### config.mk
export PLATFORM = sky130hd
export DESIGN_NAME = ptw_regbank
export DESIGN_NICKNAME = d
export VERILOG_FILES = /design/src/ptw_pkg.sv /design/src/ptw_sync3.sv /design/src/ptw_bucket_map.sv /design/src/ptw_regbank.sv
export VERILOG_INCLUDE_DIRS = /design/src /design/src/src
export SDC_FILE = /design/constraint.sdc
export NUM_CORES = 1
export LEC_CHECK = 0
export ABC_AREA = 1
export BUFFER_PORTS_ARGS = -buffer_cell sky130_fd_sc_hd__buf_4
export CAP_MARGIN = 0
export CORE_MARGIN = 2
export CORE_UTILIZATION = 40
export CTS_CLUSTER_SIZE = 20
export DETAILED_ROUTE_END_ITERATION = 7
export PLACE_DENSITY_LB_ADDON = 0.15
export SLEW_MARGIN = 20
export SYNTH_ARGS = -nofsm -noshare
export SYNTH_HDL_FRONTEND = slang
export SYNTH_SLANG_ARGS = --single-unit
### constraint.sdc
create_clock -name mclk -period 8.2 [get_ports mclk]
set_input_delay 0.41 -clock mclk [delete_from_list [all_inputs] [get_ports mclk]]
set_output_delay 0.41 -clock mclk [all_outputs]
set_load 0.01 [all_outputs]
### src/ptw_defines.svh
`ifndef PTW_DEFINES_SVH
`define PTW_DEFINES_SVH

// ************************************************************
// Command codes
// ************************************************************
`define PTW_CMD_WARN_LIMIT 8'h51
`define PTW_CMD_TURN_ON_DELAY  8'h60
`define PTW_CMD_SOFT_START_RISE_TIME   8'h61

// ************************************************************
// Reset values and field layout
// ************************************************************
`define PTW_WARN_RESET     11'h078
`define PTW_DELAY_RESET    7'h00
`define PTW_RISE_RESET     7'h03
`define PTW_EXP_ZERO       5'h00
`define PTW_UPPER_ZERO     4'h0
`define PTW_DLO_BIT        4

// ************************************************************
// Warning limit arithmetic
// ************************************************************
`define PTW_WARN_HYST      12'h014
`define PTW_WARN_OFFSET    11'h019
`define PTW_WARN_MIN       11'h064
`define PTW_WARN_MAX       11'h08c

// ************************************************************
// Timing
// ************************************************************
`define PTW_DELAY_ZERO_US  17'h00032
`define PTW_US_PER_MS      17'h003e8
`define PTW_RISE_ZERO_MS   7'h01
`define PTW_SETTLE_CYCLES  2'h3

`endif

### src/ptw_pkg.sv
package ptw_pkg;

  // Command as handed over by the PMBus transaction layer
  typedef struct packed {
    logic        valid;
    logic        write;
    logic [7:0]  code;
    logic [15:0] wdata;
  } ptw_cmd_t;

  // Answer to one command
  typedef struct packed {
    logic        valid;
    logic        nack;
    logic [15:0] rdata;
  } ptw_rsp_t;

  // Sticky status bits owned by this bank
  typedef struct packed {
    logic tempSummary;
    logic tempWarn;
    logic commError;
    logic invalidData;
    logic invalidCmd;
  } ptw_status_t;

  typedef enum logic [1:0] {
    PTW_PU_WAIT_NVM = 2'b00,
    PTW_PU_SETTLE   = 2'b01,
    PTW_PU_RUN      = 2'b10
  } ptw_pu_state_t;

endpackage : ptw_pkg

### src/ptw_sync3.sv
`timescale 1ns/1ps

module ptw_sync3 #(
  parameter int WIDTH = 1
) (
  // Clock and reset
  input  wire logic             mclk,
  input  wire logic             rst_n,
  // Asynchronous level in, settled level out
  input  wire logic [WIDTH-1:0] asyncIn,
  output logic      [WIDTH-1:0] syncOut
);

  logic [WIDTH-1:0] stage1Q;
  logic [WIDTH-1:0] stage2Q;
  logic [WIDTH-1:0] stage3Q;

  always_ff @(posedge mclk or negedge rst_n)
  begin
    if (!rst_n)
    begin
      stage1Q <= '0;
      stage2Q <= '0;
      stage3Q <= '0;
    end
    else
    begin
      stage1Q <= asyncIn;
      stage2Q <= stage1Q;
      stage3Q <= stage2Q;
    end
  end

  // A change counts only once two later stages agree
  always_ff @(posedge mclk or negedge rst_n)
  begin
    if (!rst_n)
      syncOut <= '0;
    else if (stage2Q == stage3Q)
      syncOut <= stage3Q;
  end

endmodule : ptw_sync3

### src/ptw_bucket_map.sv
`timescale 1ns/1ps

module ptw_bucket_map (
  // Clock and reset
  input  wire logic       mclk,
  input  wire logic       rst_n,
  // Programmed mantissa in, bucket time in ms out
  input  wire logic [6:0] mantissa,
  output logic      [6:0] effMs
);

  // Upper edge of each bucket and the time that bucket selects
  localparam logic [6:0] LIMIT [16] = '{
    7'h00, 7'h01, 7'h02, 7'h03, 7'h04, 7'h05, 7'h06, 7'h09,
    7'h0c, 7'h11, 7'h16, 7'h20, 7'h2c, 7'h3e, 7'h56, 7'h7f};
  localparam logic [6:0] VALUE [16] = '{
    7'h00, 7'h01, 7'h02, 7'h03, 7'h04, 7'h05, 7'h06, 7'h07,
    7'h0a, 7'h0e, 7'h13, 7'h1b, 7'h25, 7'h34, 7'h48, 7'h64};

  logic [6:0] pick;

  // Scan from the top so the lowest matching bucket wins
  always_comb
  begin
    pick = VALUE[15];
    for (int i = 15; i >= 0; i--)
    begin
      if (mantissa <= LIMIT[i])
        pick = VALUE[i];
    end
  end

  always_ff @(posedge mclk or negedge rst_n)
  begin
    if (!rst_n)
      effMs <= 7'h00;
    else
      effMs <= pick;
  end

endmodule : ptw_bucket_map

### src/ptw_regbank.sv
// Summary of operation
// - A sensed temperature above the warning limit sets the temperature summary and warning status bits and asserts the alert.
// - The tripped warning stays latched until the temperature has dropped 20 degrees below the limit.
// - A warning-limit write at or above the fault limit is dropped and sets comm-error, invalid-data and the alert.
// - With the data-limit override bit 4 of the vendor config set, warning-limit writes skip the fault-limit check.
// - The default warning limit is the fault limit minus 25, never below 100.
// - The warning-limit exponent reads as zero and cannot be written; only the mantissa is programmable.
// - The warning-limit mantissa resets to 120 and its range is 100 to 140.
// - The turn-on delay register holds milliseconds from start to output rise and is handed out on store-all.
// - On a loop slave the delay and rise commands are NACKed, raise an invalid-command fault and the alert, and writes are lost.
// - The turn-on delay keeps its upper four mantissa bits and exponent at zero, seven low bits writable, reset zero.
// - The delay mantissa maps into one of 16 buckets, and zero gives an effective 50 us.
// - The rise-time register holds milliseconds of reference ramp and is handed out on store-all.
// - A rise time of zero gives the fastest ramp, an effective one millisecond.
// - When the soft-start pin is not high, the strap mantissa overwrites the restored rise time at power-up.
// - The rise-time mantissa keeps its upper four bits at zero, seven low bits writable, default three.
`timescale 1ns/1ps
`include "ptw_defines.svh"

module ptw_regbank (
  // Clock and reset
  input  wire logic                 mclk,
  input  wire logic                 rst_n,
  // Command port
  input  wire ptw_pkg::ptw_cmd_t    cmdIn,
  output ptw_pkg::ptw_rsp_t         rspOut,
  // Temperature and limits
  input  wire logic [10:0]          sensedTemp,
  input  wire logic [10:0]          tempFaultLimit,
  input  wire logic [7:0]           vendorConfig,
  input  wire logic                 clearFaults,
  // Straps
  input  wire logic                 loopSlavePin,
  input  wire logic                 ssPinHigh,
  input  wire logic [6:0]           ssStrapMantissa,
  // Nonvolatile store and restore
  input  wire logic                 nvmRestoreValid,
  input  wire logic [6:0]           nvmTonDelay,
  input  wire logic [6:0]           nvmTonRise,
  input  wire logic                 storeAllReq,
  output logic                      nvmStoreValid,
  output logic [6:0]                nvmStoreDelay,
  output logic [6:0]                nvmStoreRise,
  // Status
  output ptw_pkg::ptw_status_t      statusOut,
  output logic                      smbAlert_n,
  output logic                      warnActive,
  // Effective start-up times
  output logic [16:0]               effDelayUs,
  output logic [6:0]                effRiseMs
);

  import ptw_pkg::*;

  // ************************************************************
  // Declarations
  // ************************************************************
  ptw_pu_state_t puState_q;
  ptw_pu_state_t puState_d;
  logic [1:0]    settle_q;
  logic [10:0]   warnLimit_q;
  logic [6:0]    tonDelay_q;
  logic [6:0]    tonRise_q;
  logic [1:0]    strapSync;
  logic          loopSlave;
  logic          ssHigh;
  logic [6:0]    delayBucketMs;
  logic [6:0]    riseBucketMs;
  logic [16:0]   delayMsWide;
  ptw_status_t   status_d;

  logic          running;
  logic          isWarn;
  logic          isDelay;
  logic          isRise;
  logic          ours;
  logic          locked;
  logic          take;
  logic          doWrite;
  logic [10:0]   warnMant;
  logic          warnBad;
  logic          data_limit_override;
  logic [10:0]   warnDefault;
  logic          restoreNow;
  logic          strapNow;
  logic [11:0]   tempExt;
  logic [11:0]   limitExt;
  logic [11:0]   releaseLvl;
  logic          trip;
  logic          relWarn;
  logic          setInvData;
  logic          setInvCmd;

  // ************************************************************
  // Strap synchronisers and bucket decoders
  // ************************************************************
  ptw_sync3 #(
    .WIDTH (2)
  ) u_strapSync (
    .mclk    (mclk),
    .rst_n   (rst_n),
    .asyncIn ({loopSlavePin, ssPinHigh}),
    .syncOut (strapSync)
  );

  assign loopSlave = strapSync[1];
  assign ssHigh    = strapSync[0];

  ptw_bucket_map u_delayMap (
    .mclk     (mclk),
    .rst_n    (rst_n),
    .mantissa (tonDelay_q),
    .effMs    (delayBucketMs)
  );

  ptw_bucket_map u_riseMap (
    .mclk     (mclk),
    .rst_n    (rst_n),
    .mantissa (tonRise_q),
    .effMs    (riseBucketMs)
  );

  // ************************************************************
  // Power-up sequencing
  // ************************************************************
  always_comb
  begin
    puState_d = puState_q;
    case (puState_q)
      PTW_PU_WAIT_NVM:
        if (nvmRestoreValid)
          puState_d = PTW_PU_SETTLE;
      PTW_PU_SETTLE:
        if (settle_q == `PTW_SETTLE_CYCLES)
          puState_d = PTW_PU_RUN;
      PTW_PU_RUN:
        puState_d = PTW_PU_RUN;
      default:
        puState_d = PTW_PU_WAIT_NVM;
    endcase
  end

  always_ff @(posedge mclk or negedge rst_n)
  begin
    if (!rst_n)
      puState_q <= PTW_PU_WAIT_NVM;
    else
      puState_q <= puState_d;
  end

  // Strap levels need a few cycles through the synchroniser
  always_ff @(posedge mclk or negedge rst_n)
  begin
    if (!rst_n)
      settle_q <= 2'h0;
    else if (puState_q == PTW_PU_SETTLE && settle_q != `PTW_SETTLE_CYCLES)
      settle_q <= settle_q + 2'h1;
  end

  assign running    = (puState_q == PTW_PU_RUN);
  assign restoreNow = (puState_q == PTW_PU_WAIT_NVM) && nvmRestoreValid;
  assign strapNow   = (puState_q == PTW_PU_SETTLE) &&
                      (settle_q == `PTW_SETTLE_CYCLES) && !ssHigh;

  // Underflow of the subtraction is avoided by the compare
  assign warnDefault =
    (tempFaultLimit < (`PTW_WARN_MIN + `PTW_WARN_OFFSET)) ?
    `PTW_WARN_MIN : tempFaultLimit - `PTW_WARN_OFFSET;

  // ************************************************************
  // Command decode
  // ************************************************************
  assign isWarn   = (cmdIn.code == `PTW_CMD_WARN_LIMIT);
  assign isDelay  = (cmdIn.code == `PTW_CMD_TURN_ON_DELAY);
  assign isRise   = (cmdIn.code == `PTW_CMD_SOFT_START_RISE_TIME);
  assign ours     = isWarn || isDelay || isRise;
  assign locked   = loopSlave && (isDelay || isRise);
  assign take     = cmdIn.valid && ours;
  assign doWrite  = take && cmdIn.write && running && !locked;
  assign data_limit_override      = vendorConfig[`PTW_DLO_BIT];
  assign warnMant = cmdIn.wdata[10:0];

  // Override skips every limit check, range included
  assign warnBad = !data_limit_override &&
                   ((warnMant >= tempFaultLimit) ||
                    (warnMant < `PTW_WARN_MIN) ||
                    (warnMant > `PTW_WARN_MAX));

  assign setInvData = doWrite && isWarn && warnBad;
  assign setInvCmd  = take && running && locked;

  // ************************************************************
  // Registers
  // ************************************************************
  always_ff @(posedge mclk or negedge rst_n)
  begin
    if (!rst_n)
      warnLimit_q <= `PTW_WARN_RESET;
    else if (restoreNow)
      warnLimit_q <= warnDefault;
    else if (doWrite && isWarn && !warnBad)
      warnLimit_q <= warnMant;
  end

  always_ff @(posedge mclk or negedge rst_n)
  begin
    if (!rst_n)
      tonDelay_q <= `PTW_DELAY_RESET;
    else if (restoreNow)
      tonDelay_q <= nvmTonDelay;
    else if (doWrite && isDelay)
      tonDelay_q <= cmdIn.wdata[6:0];
  end

  // Strap load comes after the restore, so it wins
  always_ff @(posedge mclk or negedge rst_n)
  begin
    if (!rst_n)
      tonRise_q <= `PTW_RISE_RESET;
    else if (restoreNow)
      tonRise_q <= nvmTonRise;
    else if (strapNow)
      tonRise_q <= ssStrapMantissa;
    else if (doWrite && isRise)
      tonRise_q <= cmdIn.wdata[6:0];
  end

  // ************************************************************
  // Response
  // ************************************************************
  always_ff @(posedge mclk or negedge rst_n)
  begin
    if (!rst_n)
      rspOut <= '0;
    else
    begin
      rspOut.valid <= take;
      rspOut.nack  <= take && (locked || !running);
      // A refused read before start-up must not leak register contents
      if (!take || locked || !running || cmdIn.write)
        rspOut.rdata <= 16'h0000;
      else if (isWarn)
        rspOut.rdata <= {`PTW_EXP_ZERO, warnLimit_q};
      else if (isDelay)
        rspOut.rdata <= {`PTW_EXP_ZERO, `PTW_UPPER_ZERO,
                         tonDelay_q};
      else
        rspOut.rdata <= {`PTW_EXP_ZERO, `PTW_UPPER_ZERO,
                         tonRise_q};
    end
  end

  // ************************************************************
  // Overtemperature warning with hysteresis
  // ************************************************************
  assign tempExt    = {sensedTemp[10], sensedTemp};
  assign limitExt   = {1'b0, warnLimit_q};
  assign releaseLvl = limitExt - `PTW_WARN_HYST;
  assign trip    = running && !warnActive &&
                   ($signed(tempExt) > $signed(limitExt));
  assign relWarn = warnActive &&
                   ($signed(tempExt) <= $signed(releaseLvl));

  always_ff @(posedge mclk or negedge rst_n)
  begin
    if (!rst_n)
      warnActive <= 1'b0;
    else if (trip)
      warnActive <= 1'b1;
    else if (relWarn)
      warnActive <= 1'b0;
  end

  // ************************************************************
  // Sticky status and alert
  // ************************************************************
  // A set in the clearing cycle survives; a latched warning
  // keeps re-setting its bits until the hysteresis lets go
  always_comb
  begin
    status_d.tempSummary = trip || warnActive ||
                           (statusOut.tempSummary && !clearFaults);
    status_d.tempWarn    = trip || warnActive ||
                           (statusOut.tempWarn && !clearFaults);
    status_d.commError   = setInvData || setInvCmd ||
                           (statusOut.commError && !clearFaults);
    status_d.invalidData = setInvData ||
                           (statusOut.invalidData && !clearFaults);
    status_d.invalidCmd  = setInvCmd ||
                           (statusOut.invalidCmd && !clearFaults);
  end

  always_ff @(posedge mclk or negedge rst_n)
  begin
    if (!rst_n)
      statusOut <= '0;
    else
      statusOut <= status_d;
  end

  always_ff @(posedge mclk or negedge rst_n)
  begin
    if (!rst_n)
      smbAlert_n <= 1'b1;
    else
      smbAlert_n <= ~(|status_d);
  end

  // ************************************************************
  // Store-all hand-off
  // ************************************************************
  always_ff @(posedge mclk or negedge rst_n)
  begin
    if (!rst_n)
    begin
      nvmStoreValid <= 1'b0;
      nvmStoreDelay <= `PTW_DELAY_RESET;
      nvmStoreRise  <= `PTW_RISE_RESET;
    end
    else
    begin
      nvmStoreValid <= storeAllReq && running;
      if (storeAllReq && running)
      begin
        nvmStoreDelay <= tonDelay_q;
        nvmStoreRise  <= tonRise_q;
      end
    end
  end

  // ************************************************************
  // Effective start-up times
  // ************************************************************
  assign delayMsWide = {10'h000, delayBucketMs};

  always_ff @(posedge mclk or negedge rst_n)
  begin
    if (!rst_n)
    begin
      effDelayUs <= `PTW_DELAY_ZERO_US;
      effRiseMs  <= `PTW_RISE_RESET;
    end
    else
    begin
      if (delayBucketMs == 7'h00)
        effDelayUs <= `PTW_DELAY_ZERO_US;
      else
        effDelayUs <= delayMsWide * `PTW_US_PER_MS;
      if (riseBucketMs == 7'h00)
        effRiseMs <= `PTW_RISE_ZERO_MS;
      else
        effRiseMs <= riseBucketMs;
    end
  end

endmodule : ptw_regbank

### After elaboration in Yosys (flattened, before gate mapping)

Index checks and enable logic that the tools add are counted.

* flip-flop bits (word level): 115
* input bits: 84
* output and inout bits: 64
* logic and storage cells: 185

* $add $sub $neg: 3
* $mul: 1
* order comparisons: 36
* equal/unequal tests: 10
* multiplexer cells: 48
* bitwise operators: 1
* reduce and logical (&&, ||, !) cells: 60

Operator list (count)
* 7-bit two-way mux: 35
* 11-bit two-way mux: 5
* 7-bit by 3-bit less-or-equal comparator with 1-bit output, second input constant: 6
* 7-bit by 6-bit less-or-equal comparator with 1-bit output, second input constant: 6
* 7-bit by 1-bit less-or-equal comparator with 1-bit output, second input constant: 4
* 7-bit by 2-bit less-or-equal comparator with 1-bit output, second input constant: 4
* 7-bit by 4-bit less-or-equal comparator with 1-bit output, second input constant: 4
* 7-bit by 5-bit less-or-equal comparator with 1-bit output, second input constant: 4
* 1-bit logical AND: 27
* 8-bit by 7-bit equality test with 1-bit output, second input constant: 3
* 11-bit by 7-bit less-than comparator with 1-bit output, second input constant: 2
* 17-bit two-way mux: 1
* 1-bit logical OR: 16
* 7-bit less-or-equal comparator, second input constant: 2
* 7-bit logical NOT: 2
* 7-bit by 7-bit multiplier with 14-bit output, second input constant: 1
* 11-bit by 12-bit > comparator with 1-bit output: 1
* 11-bit by 12-bit less-or-equal comparator with 1-bit output: 1
* 6-bit two-way mux: 2
* 11-bit by 5-bit subtractor with 12-bit output, second input constant: 1
* 11-bit >= comparator: 1
* 11-bit by 8-bit > comparator with 1-bit output, second input constant: 1
* 11-bit by 5-bit subtractor with 11-bit output, second input constant: 1
* 1-bit logical NOT: 8
* 15 further kinds: 21

### Longest topological paths before layout

* depth in word-level cells: 16
* mapped depth: 18
* mapped depth without buffers: 17

### By module

From an unflattened synthesis, not the netlist that was laid out.

* cells, all modules: 965
* area, all modules: 7543.5 um2

By module, submodules not included
* ptw_regbank: instances 1, cells an instance 786, area an instance 6308.6 um2, sequential area each 2169.6 um2
* ptw_bucket_map: instances 2, cells an instance 77, area an instance 484.2 um2, sequential area each 175.2 um2
* ptw_sync3: instances 1, cells an instance 25, area an instance 266.5 um2, sequential area each 200.2 um2

### Least setup slack after synthesis

No wires, ideal clock.

* kind: reg2reg
* start: reg u_delayMap.effMs[0]
* end: reg effDelayUs[14]
* library setup time: 0.122 ns
* arrival: 3.669 ns
* path slack: 4.409 ns
* cell stages (with the launch flop): 17
* path buffers: 0
* period minus slack after synthesis: 3.791 ns
* path through: dfrtp_1 > fa_1 > fa_1 > inv_1 > fa_1 > fa_1 > inv_1 > ha_1 > inv_1 > o21bai_1 > inv_1 > o21ai_0 > a21oi_1 > nor2_1 > nor2_1 > o21ai_0 > nor2_1

* longest elaborated chain between the ends: 2

RTL lines
* start, declared: RTL line ptw_bucket_map.sv:9 `output logic [6:0] effMs`
* start signal, assigned: RTL line ptw_bucket_map.sv:38 `effMs <= pick;`
* 7-bit by 7-bit multiplier with 14-bit output (no source line) / 7-bit logical NOT (equally long branches)
* 17-bit two-way mux *: RTL line ptw_regbank.sv:345 `if (delayBucketMs == 7'h00)`
* end signal, assigned: RTL line ptw_regbank.sv:340 `` effDelayUs <= `PTW_DELAY_ZERO_US; ``
* end signal, assigned: RTL line ptw_regbank.sv:346 `` effDelayUs <= `PTW_DELAY_ZERO_US; ``
* end signal, assigned: RTL line ptw_regbank.sv:348 `` effDelayUs <= delayMsWide * `PTW_US_PER_MS; ``
* end, declared: RTL line ptw_regbank.sv:49 `output logic [16:0] effDelayUs,`

Mark *: on every way between the ends. The rest lies on a longest branch, timed or not.
A chain may end at the register's enable or synchronous reset.

### Worst setup path in the final report

* start: reg u_delayMap.effMs[1]
* end: reg effDelayUs[14]

Same word-level chain as after synthesis.

==> results_dict.tcl <==
set metrics [dict create \
    outcome "finished, final reports clean" \
    start_util_pct 41.0 \
    reg2reg_from "u_delayMap.effMs[1]" \
    yosysTopAreaCellShare_pct 31.8 \
    grt_max_degree 62 \
    viasPerCell 4.90 \
    slowest_delay_ps 540 \
    worstPathRequired_ps 8460 \
    syn-mean-instance-area_um2 8.40 \
    setup_tns_ps 0 \
    slew_headroom_pct 38.0 \
    period_share_pct 48.8 \
    cts_max_path_buffers 2 \
    syn_inst 880 \
    ios 148 \
    wl_met3_um 627 \
    rsz0062_at_grt "no" \
    end_kind "flop" \
    synthAdderAreaFrac_pct 17.6 \
    grt_pass1_wl_um 29000 \
    synthFlopType "dfrtp_1" \
    synth_area_leaders "dfrtp_1 (32%), ha_1 (13%), nand2_1 (8.4%)" \
    cts_max_level 3 \
    detail_route.wirelength_um 17700 \
    drive_above_1_share_pct 21.9 \
    synth-compound-area-share_pct 11.9 \
    vias 6037 \
    grt_antenna_before_repair 0 \
    synth_top_family_by_area "simple AND/OR/NAND/NOR gates" \
    yosysMostFrequentCell "nand2_1" \
    synthSimpleGateAreaFrac_pct 21.8 \
    critical_path_class "flop to flop" \
    cts_hold_buf 0 \
    grt.total_usage_pct 18.4 \
    antenna_cells 0 \
    max_cap_viol_count 0 \
    wl_met2_um 8860 \
    hold_violations 0 \
    numClockSinks 108 \
    ant_nets 0 \
    skew_ps 11.6 \
    numCtsBuffers 9 \
    drv_slew 0 \
    path_max_fanout 5 \
    path_cells "fa_1 > fa_1 > inv_1 > fa_1 > fa_1 > inv_1 > ha_1 > inv_1 > o21bai_1 > inv_1 > o21ai_0 > a21oi_1 > nor2_1 > nor2_1 > o21ai_0 > nor2_1" \
    worstMarginPinSlew_ps 925 \
    cp_slowest_cell "fa_1" \
    globalplace.congestion 0.880 \
    reg2reg_depth 16 \
    timing.fmax_ghz 0.250 \
    rows 49 \
    syn_to_final_growth_pct 19.3 \
    cts_resized 0 \
    port_buffers 128 \
    yosysWarnings 0 \
    synth-edff-count 0 \
    crit_arrival_ps 4260 \
    yosysTopAreaCell "dfrtp_1" \
    ys_seq_elements 108 \
    die_h_um 140 \
    setup.worst_path.start "u_delayMap.effMs[1]" \
    die-area_mm2 0.0196 \
    synth.distinct_cells 48 \
    highest_layer "met4" \
    r2r_setup_slack_ps 4200 \
    drc 0 \
    synth.cell_area_mm2 0.00740 \
    cts-root-buf "clkbuf_16" \
    reg2reg_to "effDelayUs[14]" \
    wl_met1_um 7960 \
    async_flop_share_pct 100 \
    cts_tree "done" \
    cp-endpoint "effDelayUs[14]" \
    fin_nets 1176 \
    final.min_clock_period_ps 4000 \
    wl_per_cell_um 14.3 \
    fp.dieW_um 140 \
    drt-initial-drc-count 297 \
    synth.area.mux_share_pct 0.964 \
    ys_seq_area_share_pct 36.8 \
    finalSetupViolCount 0 \
    num-fill-cells 1838 \
    clkTransAtPathRegs_ps 80 \
    postCtsSetupBuffers 0 \
    synth_xor_area_share_pct 2.25 \
    synth_common_cells "nand2_1 (166), inv_1 (124), dfrtp_1 (94)" \
    overflow 0 \
    critPathLaunchType "flop" \
    core_mm2 0.0180 \
    insertion_delay_ps 370 \
    cp_num_buf_inv 4 \
    dpl.hpwl_um 14200 \
    hold_class "input port to async pin" \
    path_depth 16 \
    drt_first_pass_iters 7 \
    grt_pass1_vias 5885 \
    crit_family "adder cells" \
]
-- worst register-to-register path, cell delays in order, from the launching register on --
cell and delay (ps):
dfrtp_1 470, fa_1 540, fa_1 520, inv_1 50, fa_1 470, fa_1 510
inv_1 40, ha_1 330, inv_1 80, o21bai_1 130, inv_1 60, o21ai_0 210
a21oi_1 100, nor2_1 140, nor2_1 50, o21ai_0 140, nor2_1 50
-- layout make-up --
class / instances / area [µm²] / share of cell area [%]
clock inverter: 7 / 86.3 / 0.978
tap: 229 / 287 / 3.25
sequential: 108 / 2720 / 30.8
inverter: 128 / 480 / 5.44
timing repair buffer: 129 / 968 / 11.0
clock buffer: 9 / 225 / 2.55
multi-input combinational: 623 / 4060 / 46.0
-- cells in the final DEF (no fill, tap or decap), types with 7 or more instances in the layout --
| cell type | netlist | routed |
|---|---|---|
| nand2_4 | 7 | 7 |
| nor2_1 | 72 | 72 |
| inv_1 | 124 | 124 |
| buf_4 | 7 | 129 |
| nand3_2 | 10 | 10 |
| a211oi_1 | 12 | 12 |
| clkbuf_16 | 0 | 9 |
| dfstp_2 | 14 | 14 |
| conb_1 | 1 | 7 |
| nand4_1 | 11 | 11 |
| nand2_1 | 166 | 166 |
| nand3_1 | 29 | 29 |
| a21oi_1 | 42 | 42 |
| nor3_1 | 13 | 13 |
| ha_1 | 75 | 75 |
| dfrtp_1 | 94 | 94 |
| nand2_2 | 28 | 28 |
| fa_1 | 18 | 18 |
| o21ai_0 | 55 | 55 |
| xor2_1 | 14 | 14 |
-- metal layers --
layer	vias to the layer above	global-route usage, %
li1	3083	-
met1	2826	24.1
met2	113	31.8
met3	15	2.87
met4	0	5.37
met5	-	0
-- state kept, by name, indices dropped and copies added (netlist names), 5 cells and up --
name / cells
effDelayUs: 15
rspOut: 13
warnLimit_q: 11
effRiseMs: 7
nvmStoreDelay: 7
nvmStoreRise: 7
tonDelay_q: 7
tonRise_q: 7
u_delayMap.effMs: 7
u_riseMap.effMs: 7
statusOut: 5
-- cells by family after synthesis --
family          Yosys count
compound gates          151
xor+xnor                 19
fa+ha+maj                93
buf+inv                 155
flops                   108
mux                       7
other cells               1
simple gates            346
-- stage by stage --
stage | utilization (%) | instance area (µm²) | hold WS (ps) | instances | setup WS [ps]
6_report | 49.0 | 8820 | 36.4 | 1233 | 4200
5_1_grt | 49.0 | 8820 | 86.1 | 1233 | 3900
4_1_cts | 49.0 | 8820 | 59.3 | 1233 | 4170
2_1_floorplan | - | 7420 | 114 | 886 | 4410
3_5_place_dp | 47.2 | 8510 | 341 | 1217 | 4160
3_3_place_gp | 47.2 | 8510 | 331 | 1217 | 4210
-- worst min path at each step --
| stage | startpoint | endpoint | slack [ps] |
|---|---|---|---|
| finish | rst_n | effDelayUs[13] | 40 |
| global route | rst_n | effDelayUs[13] | 90 |
| CTS | rst_n | effDelayUs[13] | 60 |
| detailed placement | u_strapSync.stage1Q[0] | u_strapSync.stage2Q[0] | 340 |
| global placement | u_strapSync.stage1Q[0] | u_strapSync.stage2Q[0] | 330 |
| floorplan | rst_n | effDelayUs[10] | 110 |
Power is not shown: default switching activity piles up to over one toggle a cycle in this logic, so the estimate is an artifact.
